### config.mk
export PLATFORM = sky130hd
export DESIGN_NAME = ioxc_top
export DESIGN_NICKNAME = d
export VERILOG_FILES = /design/src/ioxc_pkg.sv /design/src/ioxc_chg_det.sv /design/src/ioxc_irq_drv.sv /design/src/ioxc_top.sv
export VERILOG_INCLUDE_DIRS = /design/src
export SDC_FILE = /design/constraint.sdc
export NUM_CORES = 1
export LEC_CHECK = 0
export BUFFER_PORTS_ARGS = -buffer_cell sky130_fd_sc_hd__buf_2
export CORE_MARGIN = 2
export CORE_UTILIZATION = 53
export CTS_CLUSTER_SIZE = 25
export DETAILED_ROUTE_END_ITERATION = 8
export PLACE_DENSITY = 0.74
export SETUP_SLACK_MARGIN = 0.4
export SLEW_MARGIN = 0
export SYNTH_ARGS = -nofsm -noshare
export SYNTH_HDL_FRONTEND = slang
export SYNTH_SLANG_ARGS = --single-unit
export TNS_END_PERCENT = 20
### constraint.sdc
create_clock -name ref_clk -period 2.45 [get_ports ref_clk]
set_input_delay 0.245 -clock ref_clk [delete_from_list [all_inputs] [get_ports ref_clk]]
set_output_delay 0.245 -clock ref_clk [all_outputs]
set_load 0.02 [all_outputs]
### src/ioxc_regs.svh
// Purpose: offsets, field positions and reset values of the expander setup slice
// Assumes: byte-wide register port, pointer wraps to zero after the last register
// Notes: types live in ioxc_pkg, this header holds plain numbers only
// Operation
// (RULE1) set polarity bit inverts pin in port value
// (RULE2) enable bit arms pin for change interrupts
// (RULE3) host programs compare value and select first
// (RULE4) select one: mismatch against compare value interrupts
// (RULE5) select zero: change from previous level interrupts
// (RULE6) config bit 5 set freezes address pointer
// (RULE7) config bit 4 clear limits sda fall slew
// (RULE8) config bit 3 gates address pins, spi only
// (RULE9) config bit 2 set makes interrupt open-drain
// (RULE10) config bit 1 picks push-pull active level
// (RULE11) config bits 7, 6, 0 read zero
// (RULE12) only input pins can raise interrupts
// (RULE13) interrupt holds until capture or port read
// (RULE14) previous-value reference follows the new level
// (RULE15) unused bits dropped, all registers reset zero
`ifndef IOXC_REGS_SVH
`define IOXC_REGS_SVH

// register offsets
`define IOXC_ADDR_POL_INV 8'h01
`define IOXC_ADDR_CHG_EN 8'h02
`define IOXC_ADDR_CMP_VAL 8'h03
`define IOXC_ADDR_CMP_SEL 8'h04
`define IOXC_ADDR_CFG 8'h05
`define IOXC_ADDR_FLAG 8'h07
`define IOXC_ADDR_CAP 8'h08
`define IOXC_ADDR_PORT 8'h09
`define IOXC_ADDR_LAST 8'h0A

// configuration field positions
`define IOXC_CFG_SEQ_BIT 5
`define IOXC_CFG_SLEW_BIT 4
`define IOXC_CFG_HWADDR_BIT 3
`define IOXC_CFG_OD_BIT 2
`define IOXC_CFG_POL_BIT 1
`define IOXC_CFG_MASK 8'h3E

// reset value shared by every register
`define IOXC_RST_VAL 8'h00

`endif

### src/ioxc_pkg.sv
// Purpose: shared types of the expander setup slice
// Assumes: offsets come from ioxc_regs.svh
// Notes: the request struct is what the serial engine hands over per byte
package ioxc_pkg;

   // one register-port request, all strobes one cycle wide
   typedef struct packed {
      logic ptr_load;       // load pointer from ptr_addr
      logic [7:0] ptr_addr; // new pointer value
      logic wr;             // write wdata at pointer
      logic rd;             // read at pointer
      logic [7:0] wdata;    // write byte
   } ioxc_req_t;

   // implemented configuration bits, high to low
   typedef struct packed {
      logic auto_increment_disable;
      logic sda_slew_disable;
      logic hw_address_pin_enable;
      logic irq_open_drain;
      logic irq_active_level;
   } ioxc_cfg_t;

   // interrupt state
   typedef enum logic [0:0] {
      IRQ_IDLE = 1'b0,
      IRQ_HELD = 1'b1
   } ioxc_irq_st_t;

endpackage

### src/ioxc_chg_det.sv
// Purpose: per-pin interrupt-on-change mismatch detection
// Assumes: pin levels already synchronous to ref_clk
// Notes: output is combinational, the top registers the result
`timescale 1ns/100ps
module ioxc_chg_det #(
   parameter int WIDTH = 8
) (
   // clock and reset
   input wire logic ref_clk,
   input wire logic rstn,
   // pin levels and setup
   input wire logic [WIDTH-1:0] pin_level,
   input wire logic [WIDTH-1:0] pin_is_input,
   input wire logic [WIDTH-1:0] chg_enable,
   input wire logic [WIDTH-1:0] cmp_value,
   input wire logic [WIDTH-1:0] cmp_select,
   // per-pin mismatch
   output logic [WIDTH-1:0] chg_cond
);
   // level seen one cycle ago
   logic [WIDTH-1:0] ref_ff;

   // (RULE14) reference tracks level
   always_ff @(posedge ref_clk) begin
      if (!rstn) begin
         ref_ff <= '0;
      end else begin
         ref_ff <= pin_level;
      end
   end

   // one comparator per pin
   for (genvar i = 0; i < WIDTH; i++) begin : g_pin
      // (RULE4) (RULE5) select the basis
      wire logic diff = cmp_select[i] ? (pin_level[i] ^ cmp_value[i])
                                      : (pin_level[i] ^ ref_ff[i]);
      // (RULE2) (RULE12) enabled inputs only
      assign chg_cond[i] = chg_enable[i] & pin_is_input[i] & diff;
   end
endmodule // ioxc_chg_det

### src/ioxc_irq_drv.sv
// Purpose: interrupt pin drive, open-drain or push-pull
// Assumes: irq_active is a registered level
// Notes: reset state matches reset config, push-pull active-low, idle high
`timescale 1ns/100ps
module ioxc_irq_drv (
   // clock and reset
   input wire logic ref_clk,
   input wire logic rstn,
   // interrupt state and drive setup
   input wire logic irq_active,
   input wire logic open_drain,
   input wire logic active_high,
   // pin drive
   output logic irq_out,
   output logic irq_oe
);
   // drive registers
   logic out_ff, oe_ff;
   logic nxt_out, nxt_oe;

   // (RULE9) open-drain pulls low only
   assign nxt_oe = ~open_drain | irq_active;
   // (RULE10) push-pull level from polarity
   assign nxt_out = ~open_drain & ~(irq_active ^ active_high);

   // pin registers
   always_ff @(posedge ref_clk) begin
      if (!rstn) begin
         out_ff <= 1'b1;
         oe_ff <= 1'b1;
      end else begin
         out_ff <= nxt_out;
         oe_ff <= nxt_oe;
      end
   end

   assign irq_out = out_ff;
   assign irq_oe = oe_ff;
endmodule // ioxc_irq_drv

### src/ioxc_top.sv
// Purpose: setup registers and interrupt-on-change logic of an 8-pin expander
// Assumes: serial engine delivers one-cycle strobes in ioxc_req_t, pins synchronous
// Notes: direction comes from outside; registers not held here read as zero
`timescale 1ns/100ps
`include "ioxc_regs.svh"
module ioxc_top #(
   // one for the spi variant with switchable address pins
   parameter bit SPI_VARIANT = 1'b1
) (
   // clock and reset
   input wire logic ref_clk,
   input wire logic rstn,
   // register port from the serial engine
   input wire ioxc_pkg::ioxc_req_t reg_req,
   output logic [7:0] reg_rdata,
   output logic [7:0] reg_ptr,
   // port pins and their direction, one means input
   input wire logic [7:0] pin_level,
   input wire logic [7:0] pin_direction,
   // interrupt pin
   output logic irq_out,
   output logic irq_oe,
   // pad controls for the serial engine
   output logic sda_slew_limit,
   output logic hw_address_active
);
   import ioxc_pkg::*;

   // setup registers
   logic [7:0] pol_inv_ff;
   logic [7:0] chg_en_ff;
   logic [7:0] cmp_val_ff;
   logic [7:0] cmp_sel_ff;
   ioxc_cfg_t cfg_ff;
   ioxc_cfg_t nxt_cfg;

   // register port state
   logic [7:0] ptr_ff;
   logic [7:0] nxt_ptr;
   logic [7:0] rdata_ff;

   // pad control registers
   logic slew_ff;
   logic hwaddr_ff;

   // interrupt state
   ioxc_irq_st_t irq_st_ff;
   ioxc_irq_st_t nxt_irq_st;
   logic [7:0] flag_ff;
   logic [7:0] nxt_flag;
   logic [7:0] cap_ff;
   logic [7:0] nxt_cap;

   // combinational helpers
   logic [7:0] chg_cond;     // per-pin mismatch
   logic [7:0] port_value;   // pins after polarity
   logic [7:0] rd_mux;       // read selection
   logic [7:0] cfg_rd;       // config as read back
   logic byte_ok;            // strobe not overridden by pointer load
   logic wr_ok;              // accepted write
   logic rd_ok;              // accepted read
   logic any_cond;           // some pin mismatched
   logic clr_rd;             // read that clears the interrupt
   logic ptr_step;           // pointer advances this cycle
   logic irq_active;         // interrupt asserted

   // a pointer load wins over a byte strobe in the same cycle
   assign byte_ok = ~reg_req.ptr_load;
   assign wr_ok = reg_req.wr & byte_ok;
   assign rd_ok = reg_req.rd & byte_ok;

   // (RULE1) polarity applied to port value
   assign port_value = pin_level ^ pol_inv_ff;

   // (RULE11) unimplemented bits read zero
   assign cfg_rd = {2'b00, cfg_ff, 1'b0};

   // read selection, unmapped and absent offsets give zero
   assign rd_mux = (ptr_ff == `IOXC_ADDR_POL_INV) ? pol_inv_ff :
                   (ptr_ff == `IOXC_ADDR_CHG_EN) ? chg_en_ff :
                   (ptr_ff == `IOXC_ADDR_CMP_VAL) ? cmp_val_ff :
                   (ptr_ff == `IOXC_ADDR_CMP_SEL) ? cmp_sel_ff :
                   (ptr_ff == `IOXC_ADDR_CFG) ? cfg_rd :
                   (ptr_ff == `IOXC_ADDR_FLAG) ? flag_ff :
                   (ptr_ff == `IOXC_ADDR_CAP) ? cap_ff :
                   (ptr_ff == `IOXC_ADDR_PORT) ? port_value : `IOXC_RST_VAL;

   // (RULE15) only implemented bits are kept
   assign nxt_cfg.auto_increment_disable = reg_req.wdata[`IOXC_CFG_SEQ_BIT];
   assign nxt_cfg.sda_slew_disable = reg_req.wdata[`IOXC_CFG_SLEW_BIT];
   assign nxt_cfg.hw_address_pin_enable = reg_req.wdata[`IOXC_CFG_HWADDR_BIT];
   assign nxt_cfg.irq_open_drain = reg_req.wdata[`IOXC_CFG_OD_BIT];
   assign nxt_cfg.irq_active_level = reg_req.wdata[`IOXC_CFG_POL_BIT];

   // (RULE6) pointer frozen when set
   assign ptr_step = (wr_ok | rd_ok) & ~cfg_ff.auto_increment_disable;

   // pointer wraps to zero after the last register
   assign nxt_ptr = reg_req.ptr_load ? reg_req.ptr_addr :
                    !ptr_step ? ptr_ff :
                    (ptr_ff >= `IOXC_ADDR_LAST) ? 8'h00 : 8'(ptr_ff + 8'h01);

   // (RULE13) capture or port read clears
   assign clr_rd = rd_ok & ((ptr_ff == `IOXC_ADDR_CAP) | (ptr_ff == `IOXC_ADDR_PORT));
   assign any_cond = |chg_cond;
   assign irq_active = (irq_st_ff == IRQ_HELD);

   // mismatch detection per pin
   ioxc_chg_det #(
      .WIDTH(8)
   ) u_det (
      .ref_clk(ref_clk),
      .rstn(rstn),
      .pin_level(pin_level),
      .pin_is_input(pin_direction),
      .chg_enable(chg_en_ff),
      .cmp_value(cmp_val_ff),
      .cmp_select(cmp_sel_ff),
      .chg_cond(chg_cond)
   );

   // setup register writes
   always_ff @(posedge ref_clk) begin
      if (!rstn) begin
         pol_inv_ff <= `IOXC_RST_VAL;
         chg_en_ff <= `IOXC_RST_VAL;
         cmp_val_ff <= `IOXC_RST_VAL;
         cmp_sel_ff <= `IOXC_RST_VAL;
         cfg_ff <= '0;
      end else if (wr_ok) begin
         // writes elsewhere, flag and capture included, are ignored
         if (ptr_ff == `IOXC_ADDR_POL_INV) pol_inv_ff <= reg_req.wdata;
         if (ptr_ff == `IOXC_ADDR_CHG_EN) chg_en_ff <= reg_req.wdata;
         if (ptr_ff == `IOXC_ADDR_CMP_VAL) cmp_val_ff <= reg_req.wdata;
         if (ptr_ff == `IOXC_ADDR_CMP_SEL) cmp_sel_ff <= reg_req.wdata;
         if (ptr_ff == `IOXC_ADDR_CFG) cfg_ff <= nxt_cfg;
      end
   end

   // pointer and read data
   always_ff @(posedge ref_clk) begin
      if (!rstn) begin
         ptr_ff <= 8'h00;
         rdata_ff <= `IOXC_RST_VAL;
      end else begin
         ptr_ff <= nxt_ptr;
         if (rd_ok) rdata_ff <= rd_mux;
      end
   end

   // pad controls, registered so outputs come from flops
   always_ff @(posedge ref_clk) begin
      if (!rstn) begin
         slew_ff <= 1'b1;
         hwaddr_ff <= ~SPI_VARIANT;
      end else begin
         // (RULE7) slew limit unless disabled
         slew_ff <= ~cfg_ff.sda_slew_disable;
         // (RULE8) bit matters on spi only
         hwaddr_ff <= ~SPI_VARIANT | cfg_ff.hw_address_pin_enable;
      end
   end

   // interrupt state machine; a new mismatch in the clearing cycle wins
   always_comb begin
      nxt_irq_st = irq_st_ff;
      nxt_flag = flag_ff;
      nxt_cap = cap_ff;
      case (irq_st_ff)
         IRQ_IDLE: begin
            // (RULE2) first enabled mismatch captures
            if (any_cond) begin
               nxt_irq_st = IRQ_HELD;
               nxt_flag = chg_cond;
               nxt_cap = port_value;
            end
         end
         IRQ_HELD: begin
            if (clr_rd && any_cond) begin
               // set wins over clear, recapture
               nxt_flag = chg_cond;
               nxt_cap = port_value;
            end else if (clr_rd) begin
               // capture value kept until the next interrupt
               nxt_irq_st = IRQ_IDLE;
               nxt_flag = 8'h00;
            end else begin
               // later mismatches show in flags only
               nxt_flag = flag_ff | chg_cond;
            end
         end
         default: begin
            nxt_irq_st = IRQ_IDLE;
         end
      endcase
   end

   // interrupt registers
   always_ff @(posedge ref_clk) begin
      if (!rstn) begin
         irq_st_ff <= IRQ_IDLE;
         flag_ff <= `IOXC_RST_VAL;
         cap_ff <= `IOXC_RST_VAL;
      end else begin
         irq_st_ff <= nxt_irq_st;
         flag_ff <= nxt_flag;
         cap_ff <= nxt_cap;
      end
   end

   // interrupt pin drive
   ioxc_irq_drv u_drv (
      .ref_clk(ref_clk),
      .rstn(rstn),
      .irq_active(irq_active),
      .open_drain(cfg_ff.irq_open_drain),
      .active_high(cfg_ff.irq_active_level),
      .irq_out(irq_out),
      .irq_oe(irq_oe)
   );

   // output wiring, all from flops
   assign reg_rdata = rdata_ff;
   assign reg_ptr = ptr_ff;
   assign sda_slew_limit = slew_ff;
   assign hw_address_active = hwaddr_ff;
endmodule // ioxc_top

**Yosys cells after proc, flatten, opt, wreduce, memory -nomap -nowiden**

Cells that the tools add are included.

- Bits in registers: 82
- Latch bits: 0
- Memory bits (writable): 0
- ROM bits: 0
- Input port bits: 37
- Word-level logic and storage cells: 119
- Memories: 0

- Add/sub/neg operators: 1
- Multipliers: 0
- Div/mod/pow operators: 0
- Magnitude comparators: 1
- Equal/unequal tests: 10
- Shift operators: 0
- Muxes and demuxes: 30
- Bitwise gates (word level): 49
- Reduce and logical (&&, ||, !) cells: 9

Operators with widths:

| kind | number |
|---|---|
| $mux W8 | 16 |
| $pmux W8 S2 | 2 |
| $eq A8 B3 Y1 const B | 3 |
| $and A1 B1 Y1 | 21 |
| $xor A1 B1 Y1 | 17 |
| $eq A8 B2 Y1 const B | 2 |
| $eq A8 B4 Y1 const B | 2 |
| $reduce_and A2 Y1 | 6 |
| $mux W1 | 11 |
| $add A8 B1 Y8 const B | 1 |
| $eq A8 B1 Y1 const B | 1 |
| $ge A8 B4 Y1 const B | 1 |
| $or A8 B8 Y8 | 1 |
| $reduce_or A8 Y1 | 1 |
| $xor A8 B8 Y8 | 1 |
| $not A1 Y1 | 6 |
| $or A1 B1 Y1 | 3 |
| $ne A2 B1 Y1 const B | 1 |
| $ne A2 B2 Y1 const B | 1 |
| $pmux W1 S2 | 1 |
| $reduce_bool A2 Y1 | 1 |
| $logic_and A1 B1 Y1 | 1 |

**Logic depth before layout (Yosys ltp)**

Gate-level depths: netlist (run 1).

- Word-level depth: 9
- Gate-level depth with buffers: 9
- Depth with buffers taken out: 7

**Modules after synthesis**

Synthesis (run 1) repeated with hierarchy kept, for this count alone.

- Cell total of the unflattened synthesis: 490
- Area total of the unflattened synthesis: 4265.3 µm²

By module, submodules not included:

| module | instances | cells each | area an instance (µm²) | seq. area each (µm²) |
|---|---|---|---|---|
| ioxc_top | 1 | 437 | 3733.6 | 1441.4 |
| ioxc_chg_det | 1 | 48 | 470.5 | 160.2 |
| ioxc_irq_drv | 1 | 5 | 61.3 | 40.0 |

**Least setup slack after synthesis (run 1)**

No wires, ideal clock.

- Kind: reg-to-reg
- Start point: register ptr_ff[0], in the netlist reg_ptr[0]
- End point: register cap_ff[3]
- Arrival time: 2034 ps
- Path slack: 336 ps
- Stages on the path, launching flop included: 9
- Path through: dfxtp_1 -> ha_1 -> clkbuf_1 -> nor2_1 -> o41ai_4 -> inv_2 -> a21o_1 -> buf_6 -> a211oi_2

- Longest elaborated chain between the ends: 6

Ends and longest elaborated chain:

| item | RTL line | source |
|---|---|---|
| start, declared | ioxc_top.sv:38 | `logic [7:0] ptr_ff;` |
| start signal, assigned | ioxc_top.sv:146 | `ptr_ff <= nxt_ptr;` |
| $eq A8 B4 Y1 (no line) | n/a |  |
| $or A1 B1 Y1 (*) | ioxc_top.sv:104 | `` assign clr_rd = rd_ok & ((ptr_ff == `IOXC_ADDR_CAP) \| (ptr_ff == `IOXC_ADDR_PORT)); `` |
| $and A1 B1 Y1 (*) | ioxc_top.sv:104 |  |
| $logic_and A1 B1 Y1 (*) | ioxc_top.sv:179 | `if (clr_rd && any_cond) begin` |
| $ne A2 B1 Y1 (no line) (*) | n/a |  |
| $reduce_and A2 Y1 (no line) (*) | n/a |  |
| end signal, assigned | ioxc_top.sv:203 | `` cap_ff <= `IOXC_RST_VAL; `` |
| end signal, assigned | ioxc_top.sv:207 | `cap_ff <= nxt_cap;` |
| end, declared | ioxc_top.sv:51 | `logic [7:0] cap_ff;` |

Every way passes the cells marked *; elsewhere a longest branch is shown, timed or not.
A chain may end at the register's enable or synchronous reset.

**Worst setup path in the final report (run 1)**

- Start point: register ptr_ff[1], in the netlist reg_ptr[1]
- End point: register rdata_ff[5], in the netlist reg_rdata[5]

- Longest elaborated chain between the ends: 9

Ends and longest elaborated chain:

| item | RTL line | source |
|---|---|---|
| $eq A8 B4 Y1 (no line) | n/a |  |
| $mux W8 (no line) (7 in a row) | n/a |  |
| $mux W8 (no line) (*) | n/a |  |
| end signal, assigned | ioxc_top.sv:144 | `` rdata_ff <= `IOXC_RST_VAL; `` |
| end signal, assigned | ioxc_top.sv:147 | `if (rd_ok) rdata_ff <= rd_mux;` |
| end, declared | ioxc_top.sv:40 | `logic [7:0] rdata_ff;` |

Marks and branches as above.

==> results of run 1 <==
sequential cells by signal (all words and copies together) (netlist names):
register           count
cap_ff                 8
chg_en_ff              8
cmp_sel_ff             8
cmp_val_ff             8
flag_ff                8
pol_inv_ff             8
reg_ptr                8
reg_rdata              8
u_det.ref_ff           8
cfg_ff                 5
hw_address_active      1
irq_active             1
sda_slew_limit         1
u_drv.irq_oe           1
u_drv.irq_out          1
stage by stage:
stage / power (uW) / hold slack [ps] / util, % / setup WS, ps
final: 2820 / 126.9 / 63.83 / 400.9
after detailed placement: 1806 / 436.8 / 59.56 / 223.6
after floorplan: 1667 / 366.7 / - / 460.6
after global placement: 1797 / 436.8 / 59.56 / 260.1
after global routing: 2925 / 131.7 / 63.83 / 336.2
after CTS: 2783 / 122.7 / 62.42 / 304.2
path summary, 6_finish.rpt:
| check | endpoint | startpoint |
|---|---|---|
| setup / recovery | reg_rdata[5]$_SDFFE_PN0P_ | reg_ptr[1]$_SDFFE_PN0P_ |
| setup reg to reg | reg_rdata[5]$_SDFFE_PN0P_ | reg_ptr[1]$_SDFFE_PN0P_ |
| hold reg to reg | cap_ff[5]$_SDFFE_PN0P_ | cap_ff[5]$_SDFFE_PN0P_ |
| hold / removal | reg_ptr[7]$_SDFFE_PN0P_ | reg_req[17] |
cell type report:
cell class | count | share of cell area (%)
multi-input combinational | 362 | 49.09
sequential | 82 | 33.71
timing repair buffer | 74 | 9.023
clock buffer | 11 | 2.897
tap | 102 | 2.615
inverter | 21 | 1.615
clock inverter | 4 | 1.051
cells by family (layout without fill, tap and decap cells):
logic type	after synthesis	count (layout)	share of synthesized area (%)
DFF	82	82	39.51
muxes	50	50	12.04
xor gates and xnor gates	9	9	1.897
adders and majority gates	4	4	1.205
AOI/OAI and AO/OA	129	129	20.75
and+or+nand+nor	170	170	19.78
buffers and inverters	51	110	4.818
routing by layer:
| layer | vias to the layer above | share of wire, % | track usage (%) |
|---|---|---|---|
| met5 | - | 0 | 0 |
| met4 | 0 | 3.1 | 8.085 |
| met3 | 45 | 8.2 | 6.347 |
| met2 | 233 | 48 | 49.15 |
| met1 | 1940 | 41 | 36.74 |
| li1 | 1870 | - | - |
Yosys cell counts, drive strengths merged, types with 3 or more instances:
cell type,count,share of area [%]
a221oi,10,2.1
dfxtp,82,40
nand2b,11,1.7
a311oi,3,0.63
and2,9,1.4
ha,4,1.2
buf,3,0.48
nand2,51,4.6
nor4,4,0.60
nand3b,8,1.4
inv,21,1.9
xor2,6,1.3
nor3,8,1.1
a31oi,8,1.4
o21ai,33,4.0
o22ai,3,0.45
a22o,3,0.63
a22oi,6,1.1
nor2,50,4.5
a211oi,5,1.3
xnor2,3,0.63
clkbuf,27,2.4
o311ai,3,0.63
nor2b,4,0.60
nand3,15,1.9
a21oi,38,4.6
mux2i,50,12
a221o,4,0.96
cells in the final DEF, fill, tap and decap left out, types with 10 or more instances in the layout:
cell      instances
mux2i_1          49
buf_2            56
inv_1            20
dfxtp_1          79
nor2_1           47
clkbuf_8         10
nand2b_1         11
nand3_1          13
a21oi_1          38
buf_4            16
o21ai_0          33
nand2_1          50
power groups by stage:
stage                     combinational, uW  sequential, uW  clock, uW
after floorplan                         239            1430          0
after global placement                  378            1420          0
after detailed placement                387            1420          0
after CTS                               392            1390       1000
after global routing                    471            1400       1060
final                                   438            1390        990
worst register-to-register path, cell delays in order (launching register included):
cell      delay (ps)
dfxtp_2          360
inv_1            170
ha_4             190
buf_12           170
inv_1            110
o311ai_0         360
a31oi_1          160
a221oi_1         310
a311oi_1         100
repair_timing:
action	in CTS	in global routing
hold endpoints to repair	0	0
hold buffers	0	0
pin swaps	1	2
gates resized for setup	3	21
setup endpoints to repair	37	56
buffers inserted	1	4
gates cloned	0	0
==> results.sh, run 1 <==
export IMPL_status="complete, no violations"
export IMPL_r2r_cells=8
export IMPL_drt_first_pass_iters=5
export IMPL_cts_htree_levels=3
export IMPL_rsz0062_at_grt="true"
export IMPL_slowest_stage="dfxtp_2"
export IMPL_finalCritPeriodShare_pct=83.64
export IMPL_dieArea_um2=8565
export IMPL_fp_dieH_um=92.55
export IMPL_async_flop_share_pct=0
export IMPL_period_minus_slack_ps=2049
export IMPL_postLayoutCellArea_um2=4881
export IMPL_synth_edf_count=0
export IMPL_path_clk_slew_ps=80
export IMPL_globalRoute_totalOverflow=0
export IMPL_initial_core_util_pct=54.34
export IMPL_placedCellCount=636
export IMPL_crit_buf_inv=3
export IMPL_clkPwrFrac_pct=35.1
export IMPL_instances_no_fill=656
export IMPL_rows=32
export IMPL_tightest_slew_ps=920.7
export IMPL_synth_cell_types=52
export IMPL_grt_max_degree=39
export IMPL_p_per_area_nw_per_um2=577.7
export IMPL_cp_arrival_ps=2270
export IMPL_endpoint_kind="flop"
export IMPL_finalNetCount=591
export IMPL_clockBufferDepth=2
export IMPL_grt_pass1_wl_um=19190
export IMPL_power_frac_comb_pct=15.5
export IMPL_die_x_um=92.55
export IMPL_synthToLayoutAreaGrowth_pct=17.46
export IMPL_synth_ff_type="dfxtp_1"
export IMPL_setup_violations=0
export IMPL_finalHoldViolCount=0
export IMPL_grt_usage_pct=28.84
export IMPL_multi_input_area_um2=2396
export IMPL_critPathTopFamily="compound AO/OA/AOI/OAI gates"
export IMPL_cpPeakStageDelay_ps=360
export IMPL_diodes=0
export IMPL_dp_hpwl_um=8541
export IMPL_postSynthCellCount=495
export IMPL_cap_violations=0
export IMPL_placed_area_um2=4554
export IMPL_p_leak_uw=0.002053
export IMPL_wl_um=12170
export IMPL_power_switching_uw=793.7
export IMPL_min_path_cells=3
export IMPL_ios=57
export IMPL_fp_coreArea_um2=7647
export IMPL_critPathLaunchType="flop"
export IMPL_path_max_fanout=27
export IMPL_path_class="flop to flop"
export IMPL_fmax_mhz=488.0
export IMPL_switching_share_pct=28.15
export IMPL_drtIter0Drc=424
export IMPL_cts_root_buffer="clkbuf_8"
export IMPL_wl_per_cell_um=18.56
export IMPL_power_frac_seq_pct=49.4
export IMPL_synth_avg_cell_area_um2=8.394
export IMPL_num_vias=4088
export IMPL_post_route_drc_count=0
export IMPL_cts_tree="done"
export IMPL_p_int_uw=2026
export IMPL_crit_path_cell_trace="inv_1 -> ha_4 -> buf_12 -> inv_1 -> o311ai_0 -> a31oi_1 -> a221oi_1 -> a311oi_1"
export IMPL_cts_buffers=9
export IMPL_maxSlewViolCount=0
export IMPL_drive_gt1_share_pct=21.12
export IMPL_nFillCells=659
export IMPL_ys_seq_area_share_pct=39.51
export IMPL_insertion_delay_ps=350
export IMPL_hold_class="input pin to flop"
export IMPL_portBuffers=56
export IMPL_synth_area_um2=4155
export IMPL_vdd_drop_max_mv=0.3732
export IMPL_skew_ps=10.69
export IMPL_worst_path_most_repeated_cell="inv_1"
export IMPL_ant_nets=0
export IMPL_max_slew_margin_rel_pct=38.49
export IMPL_worst_path_stages=8
export IMPL_antenna_found_initial=0
export IMPL_ys_warn_count=0
export IMPL_avgViaCountPerCell=6.232
export IMPL_yosys_register_bits=82
export IMPL_crit_required_ps=2670
export IMPL_finalSetupTns_ps=0
export IMPL_r2r_setup_slack_ps=400
export IMPL_grt_pass1_vias=3844
export IMPL_syn_nets=536
export IMPL_ff_latch_area_um2=1645
export IMPL_clock_sinks=82
export IMPL_place_congestion=0.9020
No activity file was read; power rests on OpenSTA's default activity.
==> inputs of run 2 (changes only) <==
--- a/config.mk
+++ b/config.mk
@@ -8,10 +8,10 @@
 export LEC_CHECK = 0
 export BUFFER_PORTS_ARGS = -buffer_cell sky130_fd_sc_hd__buf_2
 export CORE_MARGIN = 2
-export CORE_UTILIZATION = 53
+export CORE_UTILIZATION = 52
 export CTS_CLUSTER_SIZE = 25
 export DETAILED_ROUTE_END_ITERATION = 8
-export PLACE_DENSITY = 0.74
+export PLACE_DENSITY = 0.76
 export SETUP_SLACK_MARGIN = 0.4
 export SLEW_MARGIN = 0
 export SYNTH_ARGS = -nofsm -noshare
==> constraint.sdc (replaced) <==
create_clock -name ref_clk -period 1.7 [get_ports ref_clk]
set_input_delay 0.17 -clock ref_clk [delete_from_list [all_inputs] [get_ports ref_clk]]
set_output_delay 0.17 -clock ref_clk [all_outputs]
set_load 0.02 [all_outputs]
==> run 2 against run 1 <==
Effect of this change:
- the flow now finishes with violations (setup timing)
- critical path depth shrank 2
- sequential cell count stayed put
- first-iteration DRC count is 5.4% higher
- maximum frequency is 5.2% higher
- via count rose by 8.0%
- setup slack got worse by 650 ps
- critical endpoint is now reg_rdata[3]$_SDFFE_PN0P_
- highest routed layer unchanged
==> results.sh, run 2 (synthesized netlist as in run 1, its figures left out) <==
export IMPL_cts_root_buffer="clkbuf_8"
export IMPL_rr_startpoint="reg_ptr[7]$_SDFFE_PN0P_"
export IMPL_finalHoldViolCount=0
export IMPL_portBuffers=56
export IMPL_drtIter0Drc=447
export IMPL_grt_usage_pct=31.07
export IMPL_power_frac_seq_pct=46.4
export IMPL_grt_pass1_vias=4200
export IMPL_wl_um=13770
export IMPL_path_max_fanout=10
export IMPL_max_slew_margin_rel_pct=62.70
export IMPL_most_common_layout_cells="buf_4, dfxtp_1, buf_2"
export IMPL_dieArea_um2=8722
export IMPL_p_per_area_nw_per_um2=755.9
export IMPL_avgViaCountPerCell=6.022
export IMPL_cp_arrival_ps=2220
export IMPL_wl_met3_um=1107
export IMPL_p_leak_uw=0.002466
export IMPL_top_layer="met4"
export IMPL_path_clk_slew_ps=90
export IMPL_dp_hpwl_um=9688
export IMPL_switching_share_pct=29.97
export IMPL_cap_violations=0
export IMPL_finalNetCount=667
export IMPL_wl_met1_um=5544
export IMPL_fp_coreArea_um2=7727
export IMPL_antenna_found_initial=0
export IMPL_ios=57
export IMPL_grt_pass1_wl_um=20860
export IMPL_ant_nets=0
export IMPL_nFillCells=552
export IMPL_cts_tree="done"
export IMPL_diodes=0
export IMPL_postLayoutCellArea_um2=5679
export IMPL_grt_max_degree=28
export IMPL_placed_area_um2=5172
export IMPL_tightest_slew_ps=558.3
export IMPL_r2r_setup_slack_ps=-250
export IMPL_violations="setup timing"
export IMPL_fmax_mhz=513.3
export IMPL_post_route_drc_count=0
export IMPL_dr_wl_met2_um=6521
export IMPL_clkPwrFrac_pct=33.7
export IMPL_critPathLaunchType="flop"
export IMPL_crit_required_ps=1970
export IMPL_r2r_end="reg_rdata[3]$_SDFFE_PN0P_"
export IMPL_rows=32
export IMPL_path_class="flop to flop"
export IMPL_vdd_drop_max_mv=0.6139
export IMPL_maxSlewViolCount=0
export IMPL_endpoint_kind="flop"
export IMPL_hold_class="input pin to flop"
export IMPL_setup_violations=54
export IMPL_period_minus_slack_ps=1948
export IMPL_finalWorstSetupSlack_ps=-248.2
export IMPL_num_vias=4414
export IMPL_crit_start="reg_ptr[7]$_SDFFE_PN0P_"
export IMPL_final_common_cell="buf_4"
export IMPL_skew_ps=12.22
export IMPL_power_uw=4293
export IMPL_rsz0062_at_grt="true"
export IMPL_multi_input_area_um2=2582
export IMPL_insertion_delay_ps=370
export IMPL_clock_sinks=82
export IMPL_wl_per_cell_um=18.78
export IMPL_status="complete, but fails checks"
export IMPL_power_switching_uw=1287
export IMPL_p_int_uw=3006
export IMPL_die_x_um=93.39
export IMPL_power_frac_comb_pct=19.9
export IMPL_drive_gt1_share_pct=36.29
export IMPL_cts_hold_buf=0
export IMPL_initial_core_util_pct=53.77
export IMPL_r2r_cells=6
export IMPL_cts_buffers=9
export IMPL_globalRoute_totalOverflow=0
export IMPL_cts_htree_levels=3
export IMPL_place_congestion=0.9439
export IMPL_synthToLayoutAreaGrowth_pct=36.68
export IMPL_crit_path_end="reg_rdata[3]$_SDFFE_PN0P_"
export IMPL_finalCritPeriodShare_pct=114.6
export IMPL_ff_latch_area_um2=1659
export IMPL_drt_first_pass_iters=5
export IMPL_clockBufferDepth=2
export IMPL_fp_dieH_um=93.39
[run 2: metrics by stage]
stage	setup slack (ps)	std cells	TNS, ps	utilization (%)	hold slack [ps]
detailed placement	-250.5	713	-10170	66.94	409.4
CTS	-218.3	730	-8070	70.71	47.96
global placement	-234.3	713	-7998	66.94	419.5
global route	-373.2	733	-12760	73.49	57.47
finish	-248.2	733	-9873	73.49	46.46
floorplan	-138.4	495	-6279	-	291.7
[run 2: critical path: stages (launching register included)]
cell and delay (ps):
dfxtp_4 350, or4_4 590, or3_4 360, buf_6 170, nor2_1 120, a221oi_1 60
a311oi_1 230
[run 2: how the worst min path moves through the flow]
stage | depth (start not counted) | slack [ps] | end | start
after global placement | 3 | 420 | reg_ptr[6]$_SDFFE_PN0P_ | reg_req[16]
final | 3 | 50 | reg_ptr[6]$_SDFFE_PN0P_ | reg_req[16]
after detailed placement | 3 | 410 | reg_ptr[6]$_SDFFE_PN0P_ | reg_req[16]
after global routing | 3 | 60 | reg_ptr[0]$_SDFFE_PN0P_ | reg_req[10]
after CTS | 3 | 50 | reg_ptr[6]$_SDFFE_PN0P_ | reg_req[16]
after floorplan | 1 | 290 | u_det.ref_ff[0]$_SDFF_PN0_ | pin_level[0]
[run 2: repair_timing]
item | 4_1_cts | 5_1_grt
pin swaps | 5 | 19
resized for setup | 21 | 45
setup endpoints to repair | 68 | 68
endpoints found under the hold margin | 0 | 0
buffers inserted | 1 | 3
[run 2: cell type report]
type | instances | area share (%)
multi-input combinational | 362 | 45.47
sequential | 82 | 29.21
timing repair buffer | 150 | 18.24
clock buffer | 10 | 2.247
tap | 102 | 2.247
inverter | 21 | 1.388
clock inverter | 6 | 1.190
[run 2: routing by layer]
| metal | up-vias | GRT usage [%] |
|---|---|---|
| li1 | 2022 | - |
| met1 | 2070 | 39.84 |
| met2 | 262 | 50.12 |
| met3 | 60 | 5.641 |
| met4 | 0 | 15.56 |
| met5 | - | 0 |
[run 2: power groups by stage]
stage	clock network, uW	registers, uW	logic [uW]
3_3_place_gp	0	2030	713
2_1_floorplan	0	2060	361
3_5_place_dp	0	2030	725
6_report	1450	1990	856
5_1_grt	1530	1990	905
4_1_cts	1430	1990	776
